## src/adc_port_defines.vh

```
// Functional notes
// High select gives four top bits
// Lines 0-3 carry bits 0-3 or 8-11
// Completion flag low when result valid
// Read on strobe fall with select low
// Write rise captures byte, starts acquisition
// External mode write rise starts conversion
// Host supplies conversion clock in external mode
// Data lines released when chip unselected
// Flag returns high on read or write
// Conversion takes thirteen clock cycles
// Mode bit picks self-timed or held acquisition
// New control byte aborts running conversion
// Result held until next conversion completes
`ifndef ADC_PORT_DEFINES_VH
`define ADC_PORT_DEFINES_VH
`define ACQ_MODE_BIT 5
`define ACQ_CYCLES 4'h3
`define CONV_CYCLES 4'hd
`define CLK_DIV_DEFAULT 8'h1a
`define ST_IDLE 2'h0
`define ST_ACQ_TIMED 2'h1
`define ST_ACQ_HELD 2'h2
`define ST_CONV 2'h3
`endif

```

## src/conv_clock_gen.v

```verilog
`timescale 1ns/1ps
`default_nettype none
module conv_clock_gen #(
    parameter DIV = 26
)(
    // Clock and reset
    input wire ref_clk,
    input wire reset,
    // Clock choice
    input wire ext_clk_mode,
    input wire ext_clk,
    // Enable out
    output reg tick
);
    reg [7:0] cnt_r;
    reg ext_d_r;

    always @(posedge ref_clk or posedge reset)
    begin
        if (reset)
        begin
            cnt_r <= 8'h00;
            ext_d_r <= 1'b0;
            tick <= 1'b0;
        end
        else
        begin
            ext_d_r <= ext_clk;
            if (cnt_r == DIV[7:0] - 8'h01)
                cnt_r <= 8'h00;
            else
                cnt_r <= cnt_r + 8'h01;
            // host clock falling edge
            if (ext_clk_mode)
                tick <= ext_d_r & ~ext_clk;
            else
                tick <= (cnt_r == 8'h00);
        end
    end
endmodule
`default_nettype wire

```

## src/adc_parallel_host_port.v

```verilog
`timescale 1ns/1ps
`default_nettype none
`include "adc_port_defines.vh"
module adc_parallel_host_port #(
    parameter CLK_DIV = `CLK_DIV_DEFAULT
)(
    // Clock and reset
    input wire ref_clk,
    input wire reset,
    // Host strobes
    input wire cs_n,
    input wire rd_n,
    input wire wr_n,
    input wire high_byte_select,
    // Data bus
    input wire [7:0] data_in,
    output reg [7:0] data_out,
    output reg data_oe,
    // Conversion clock
    input wire ext_clk_mode,
    input wire ext_clk,
    // Converter core
    input wire [11:0] sample_value,
    output reg [7:0] control_byte,
    output reg converting,
    output reg done_n
);
    reg rd_d_r;
    reg wr_d_r;
    reg [1:0] state_r;
    reg [3:0] cnt_r;
    reg [11:0] result_r;
    wire tick;
    wire rd_fall = ~cs_n & rd_d_r & ~rd_n;
    wire wr_rise = ~cs_n & ~wr_d_r & wr_n;
    wire mode_held = data_in[`ACQ_MODE_BIT];

    conv_clock_gen #(.DIV(CLK_DIV)) u_clk (
        .ref_clk(ref_clk),
        .reset(reset),
        .ext_clk_mode(ext_clk_mode),
        .ext_clk(ext_clk),
        .tick(tick)
    );

    // Next values of every register but the strobe history, worked out in three blocks below
    reg [1:0] state_nxt;
    reg [3:0] cnt_nxt;
    reg [11:0] result_nxt;
    reg [7:0] control_byte_nxt;
    reg converting_nxt;
    reg done_n_nxt;
    reg [7:0] data_out_nxt;
    reg data_oe_nxt;
    wire acq_last = (cnt_r == `ACQ_CYCLES - 4'h1);
    wire conv_last = (cnt_r == `CONV_CYCLES - 4'h1);

    // drive only while selected
    // Enable lags the pins by one cycle; the host holds its strobes longer
    always @*
    begin
        data_oe_nxt = ~cs_n & ~rd_n;
    end

    // byte chosen by select pin
    // low lines carry bits 8-11 when high
    always @*
    begin
        if (high_byte_select)
        begin
            data_out_nxt = {4'h0, result_r[11:8]};
        end
        else
        begin
            data_out_nxt = result_r[7:0];
        end
    end

    // Sequencer: a write always outranks a tick or a read in the same cycle
    always @*
    begin
        state_nxt = state_r;
        cnt_nxt = cnt_r;
        result_nxt = result_r;
        control_byte_nxt = control_byte;
        converting_nxt = converting;
        done_n_nxt = done_n;
        if (wr_rise)
        begin
            // capture byte on write rise
            control_byte_nxt = data_in;
            cnt_nxt = 4'h0;
            // flag clears on new byte
            done_n_nxt = 1'b1;
            // held acquisition ends on this write
            if (state_r == `ST_ACQ_HELD && !mode_held)
            begin
                state_nxt = `ST_CONV;
                converting_nxt = 1'b1;
            end
            else
            begin
                // mode bit picks acquisition kind
                // write aborts any conversion
                if (mode_held)
                begin
                    state_nxt = `ST_ACQ_HELD;
                end
                else
                begin
                    state_nxt = `ST_ACQ_TIMED;
                end
                converting_nxt = 1'b0;
            end
        end
        else
        begin
            // read on strobe fall
            // first read clears flag
            if (rd_fall)
            begin
                done_n_nxt = 1'b1;
            end
            case (state_r)
                `ST_IDLE:
                begin
                    cnt_nxt = 4'h0;
                end
                `ST_ACQ_TIMED:
                begin
                    // three-cycle timed acquisition
                    if (tick)
                    begin
                        if (acq_last)
                        begin
                            cnt_nxt = 4'h0;
                            state_nxt = `ST_CONV;
                            converting_nxt = 1'b1;
                        end
                        else
                        begin
                            cnt_nxt = cnt_r + 4'h1;
                        end
                    end
                end
                `ST_ACQ_HELD:
                begin
                    // Held until the host writes again
                    cnt_nxt = 4'h0;
                end
                `ST_CONV:
                begin
                    // thirteen conversion cycles
                    if (tick)
                    begin
                        if (conv_last)
                        begin
                            cnt_nxt = 4'h0;
                            state_nxt = `ST_IDLE;
                            converting_nxt = 1'b0;
                            // result held until next done
                            result_nxt = sample_value;
                            // flag low when result valid
                            // Completion wins over a read falling in the same cycle
                            done_n_nxt = 1'b0;
                        end
                        else
                        begin
                            cnt_nxt = cnt_r + 4'h1;
                        end
                    end
                end
                default:
                begin
                    state_nxt = `ST_IDLE;
                end
            endcase
        end
    end

    // Strobe history starts high so reset release gives no false write rise
    always @(posedge ref_clk or posedge reset)
    begin
        if (reset)
        begin
            rd_d_r <= 1'b1;
            wr_d_r <= 1'b1;
            state_r <= `ST_IDLE;
            cnt_r <= 4'h0;
            result_r <= 12'h000;
            control_byte <= 8'h00;
            converting <= 1'b0;
            done_n <= 1'b1;
            data_out <= 8'h00;
            data_oe <= 1'b0;
        end
        else
        begin
            rd_d_r <= rd_n;
            wr_d_r <= wr_n;
            state_r <= state_nxt;
            cnt_r <= cnt_nxt;
            result_r <= result_nxt;
            control_byte <= control_byte_nxt;
            converting <= converting_nxt;
            done_n <= done_n_nxt;
            data_out <= data_out_nxt;
            data_oe <= data_oe_nxt;
        end
    end
endmodule
`default_nettype wire

```

## config.mk

```make
export PLATFORM = sky130hd
export DESIGN_NAME = adc_parallel_host_port
export DESIGN_NICKNAME = d
export VERILOG_FILES = /design/src/conv_clock_gen.v /design/src/adc_parallel_host_port.v
export VERILOG_INCLUDE_DIRS = /design/src
export SDC_FILE = /design/constraint.sdc
export NUM_CORES = 1
export LEC_CHECK = 0
export BUFFER_PORTS_ARGS = -buffer_cell sky130_fd_sc_hd__buf_2
export CAP_MARGIN = 20
export CELL_PAD_IN_SITES_DETAIL_PLACEMENT = 0
export CELL_PAD_IN_SITES_GLOBAL_PLACEMENT = 1
export CORE_ASPECT_RATIO = 1.25
export CORE_UTILIZATION = 30
export CTS_BUF_LIST = sky130_fd_sc_hd__clkbuf_4
export CTS_CLUSTER_DIAMETER = 100
export DETAILED_ROUTE_END_ITERATION = 8
export GPL_ROUTABILITY_DRIVEN = 0
export PLACE_DENSITY = 0.61
export SKIP_CTS_REPAIR_TIMING = 1
export SLEW_MARGIN = 15
export SYNTH_ARGS = -nofsm -noshare
export SYNTH_HDL_FRONTEND = slang
export SYNTH_SLANG_ARGS = --single-unit
```

## constraint.sdc

```tcl
create_clock -name ref_clk -period 3 [get_ports ref_clk]
set_clock_uncertainty 0.1 [all_clocks]
set_input_delay 0.3 -clock ref_clk [delete_from_list [all_inputs] [get_ports ref_clk]]
set_output_delay 0.3 -clock ref_clk [all_outputs]
set_load 0.005 [all_outputs]
```

### After elaboration in Yosys (flattened, before gate mapping)

Cells that the tools add are included.

* word-level logic and storage cells: 74
* latch bits: 0
* bits in registers: 49
* bits in writable memories: 0
* output and inout port bits: 19
* memories kept: 0
* ROM bits: 0
* bits of input ports: 28

* reductions and logical operators: 9
* multiply operators: 0
* bitwise operators: 11
* shifts and indexed selects: 0
* order comparisons: 0
* div/mod/pow operators: 0
* equality and inequality tests: 10
* add/subtract/negate cells: 2
* mux-type cells: 29

Operators by type and width (count)
* 2-to-1 mux 4 bit: 5
* 2-to-1 mux 8 bit: 2
* 2-to-1 mux 2 bit: 7
* 2-to-1 mux 1 bit: 12
* case mux 4 bit (3 select lines): 1
* adder 8 x 1 -> 8 bit (second input constant): 1
* == test 8 x 5 -> 1 bit (second input constant): 1
* zero test 8 bit: 1
* AND 1 bit: 6
* != test 3 x 2 -> 1 bit (second input constant): 2
* != test 3 bit (second input constant): 2
* NOT 1 bit: 5
* AND reduction 5 bit: 1
* adder 4 x 1 -> 4 bit (second input constant): 1
* == test 2 bit (second input constant): 2
* == test 4 x 2 -> 1 bit (second input constant): 1
* == test 4 bit (second input constant): 1
* case mux 2 bit (2 select lines): 1
* AND reduction 4 bit: 1
* nonzero test 3 bit: 1
* == test 2 x 1 -> 1 bit (second input constant): 1
* zero test 2 bit: 1
* case mux 1 bit (2 select lines): 1
* AND reduction 2 bit: 1
* 3 further kinds: 3

### Depth between registers and ports, before layout

* depth in word-level cells: 8
* mapped depth: 7
* mapped depth without buffers: 6

### Modules after synthesis

A second synthesis with hierarchy kept.

* cells, all modules: 179
* area, all modules: 2077.0 um2

By module, submodules not included
* adc_parallel_host_port: area an instance 1589.0 um2, times used 1, seq. area each 979.7 um2, cells each 134
* conv_clock_gen: area an instance 488.0 um2, times used 1, seq. area each 250.2 um2, cells each 45

### Worst setup path after synthesis

OpenSTA, ideal clock, no wires.

* path kind: register to register
* start point: reg cnt_r[0]
* end point: reg result_r[0]
* cell stages (with the launch flop): 8
* setup time: 0.127 ns
* period minus slack after synthesis: 1.791 ns
* data arrival time: 1.564 ns
* path slack: 1.209 ns
* path buffers: 1
* data required time: 2.773 ns
* cell sequence: dfrtp_1 > inv_1 > ha_1 > and3_1 > nand4_2 > nor2_4 > buf_6 > mux2_1

* word-level cells in the longest chain between the ends: 2

RTL lines
* start: declaration: RTL line adc_parallel_host_port.v:31 `reg [3:0] cnt_r;`
* start signal: assignment: RTL line adc_parallel_host_port.v:202 `cnt_r <= cnt_nxt;`
* == test 4 bit: RTL line adc_parallel_host_port.v:56 `` wire conv_last = (cnt_r == `CONV_CYCLES - 4'h1); ``
* AND reduction 4 bit (no source line)
* end signal: assignment: RTL line adc_parallel_host_port.v:203 `result_r <= result_nxt;`
* end: declaration: RTL line adc_parallel_host_port.v:32 `reg [11:0] result_r;`

No other way between the ends.
A chain may end at the register's enable or synchronous reset.

### Worst setup path after layout

* start point: reg cnt_r[0]
* end point: reg result_r[3]

Same word-level chain as after synthesis.

==> metrics.cfg <==
[synthesis]
ys_seq_area_frac = 0.6016
synth_top_area_frac = 0.5630
synth_area_um2 = 2044
ys_types = 32
syn_inst = 176
yosys_warnings = 0
synth_area_leader_cell = dfrtp_1
synth_nets = 210
ys_top_cells_by_area = dfrtp_1, mux2_1, nand2_1
ys_ff_latch = 49
synth_area_per_cell_um2 = 11.62

[detailed_routing]
vias = 1439
routedWlPerCell_um = 11.42
ant_nets = 0
vias_per_cell = 4.321
finalWirelength_mm = 3.804
drtPass1Iterations = 4
drtIter0Drc = 81
drc_errors = 0

[grt]
first_global_vias = 1333
grt_antenna_before_repair = 0
grt_pass1_wl_mm = 6.279
grt_max_degree = 48
grtUsageTotal = 0.1204
gr-total-overflow = 0

[setup_path]
rr_endpoint = result_r[3]
setup.worst_path.end = result_r[3]
rr_startpoint = cnt_r[0]
worst_setup_path_end_kind = register
cpPeakStageDelay_ns = 0.45
cp_slowest_cell = dfrtp_1
arrival_ns = 2.17
cp_max_fo = 12
worstPathRequired_ns = 3.17
worstSetupPathType = register to register
start_kind = register
crit_chain = inv_1 > ha_1 > and3_1 > nand4_2 > nor2_4 > mux2_1
cp-startpoint = cnt_r[0]
rr_worst_depth = 6
r2r_slack_ns = 1.0

[clock_tree]
cts_num_sinks = 49
cts.path.max_buffers = 2
cts.clk_slew.worst_paths_ns = 0.16
cts_buffers = 5
h-tree-depth = 2
clk_latency_ns = 0.38
ctsRootBufferMaster = clkbuf_4
cts_tree = built

[die]
io-pin-count = 47
dieWidth_um = 75.84
die_area_um2 = 7151
core-area_um2 = 6565
start_util = 0.3114
rows = 33
die_height_um = 94.30

[cells_and_area]
drive_gt1_frac = 0.2642
antenna_cells = 0
layout_common_cells = dfrtp_1, buf_2, nand2_1
nNetsFinal = 279
syn_to_final_growth_pct = 28.76

[timing]
period_share = 0.6667
finalCriticalPeriod_ns = 2.000
final-max-slew-violation-count = 0
setup_viol = 0
tns_ns = 0
max_slew_margin = 0.6722
tightest_slew_ns = 0.4871
max_clock_freq_mhz = 500.0
rsz0062_at_grt = false
hold_viol_final = 0

[worst_hold_path]
min_path_type = input pin to register

[run]
max-cap-violations = 0

[power_and_ir_drop]
p_total_mw = 1.248
vdd.ir_drop.worst_mv = 0.1793
p_per_area_nw_per_um2 = 474.2
p_leak_nw = 1.317

[run_status]
status = finished clean

[placement]
place.detailed.hpwl_mm = 2.606
port-buffer-count = 46

[per-stage QoR]
stage / std cells / worst slack [ns] / hold WS, ns / util / area, um2
after global routing: 333 / 0.8673 / 0.003477 / 0.4010 / 2633
final: 333 / 0.9999 / 0.01115 / 0.4010 / 2633
after global placement: 307 / 1.057 / 0.3226 / 0.3619 / 2376
after floorplan: 176 / 1.209 / 0.2045 / - / 2044
after CTS: 315 / 0.9796 / -0.1038 / 0.3720 / 2442
after detailed placement: 307 / 1.007 / 0.3232 / 0.3619 / 2376
[flip-flops by register name (all words and copies together), names as in the netlist, 2 cells and up]
register,cells
control_byte,8
u_clk.cnt_r,8
cnt_r,4
state_r,2
data_out,8
result_r,12
[routing by layer]
metal | GRT usage | wire (um) | vias to the layer above
met3 | 0.02897 | 110 | 4
met4 | 0.05556 | 70 | 0
li1 | - | - | 734
met1 | 0.1493 | 1750 | 672
met2 | 0.1932 | 1873 | 29
met5 | 0 | 0 | -
[synthesized netlist by cell type]
cell type and number:
a21oi_1 6, a31oi_1 5, and3_1 1, buf_6 1, clkbuf_1 3, dfrtp_1 46, dfstp_2 3, ha_1 6
inv_1 9, mux2_1 16, nand2_1 33, nand3_1 6, nand3b_1 1, nand3b_4 1, nand4_1 3, nand4_2 1
nand4b_1 1, nor2_1 10, nor2_4 1, nor2b_1 5, nor3_1 1, nor3b_2 1, nor4_1 1, nor4b_1 1
o211ai_1 1, o21ai_1 4, o21bai_1 1, or3_1 2, or3b_1 1, or4b_1 1, xnor2_1 2, xor2_1 2
[worst max-delay path: cells and delay by family, from the launching register on]
| family | cells | cell delay [ns] |
|---|---|---|
| AND/OR/NAND/NOR | 3 | 0.73 |
| flip-flops | 1 | 0.45 |
| multiplexers | 1 | 0.36 |
| adder cells (fa/ha/maj) | 1 | 0.16 |
| buffers and inverters | 1 | 0.10 |
[how the worst min path moves through the flow]
stage                           end  cells after the start             from
finish              control_byte[4]                      3       data_in[4]
global route            result_r[9]                      2  sample_value[9]
global placement             rd_d_r                      1             rd_n
detailed placement           rd_d_r                      1             rd_n
CTS                          rd_d_r                      1             rd_n
floorplan                    rd_d_r                      0             rd_n
[kinds of logic (layout without fill, tap and decap cells)]
logic type	count (synthesis)	count (layout)	share of synthesized area
DFF	49	49	0.6016
xor gates and xnor gates	4	4	0.01714
buffers and inverters	13	83	0.02754
adders and majority gates	6	6	0.03672
AOI/OAI and AO/OA	17	17	0.04713
and+or+nand+nor	71	71	0.1818
muxes	16	16	0.08813
[where the power goes]
| part | switching (mW) | total [mW] | internal [mW] | leakage (nW) |
|---|---|---|---|---|
| Combinational | 0.0757 | 0.164 | 0.0888 | 0.678 |
| Clock | 0.231 | 0.333 | 0.102 | 0.0377 |
| Sequential | 0.0369 | 0.751 | 0.714 | 0.601 |
| Total | 0.343 | 1.25 | 0.905 | 1.32 |
[layout make-up]
cell class	instances	area, um2
sequential	49	1230
tap	87	108.9
timing repair buffer	66	435.4
clock buffer	5	37.54
fill	651	3933
multi-input combinational	114	758.2
inverter	9	33.78
clock inverter	3	28.78
No activity file was read; power rests on OpenSTA's default activity.
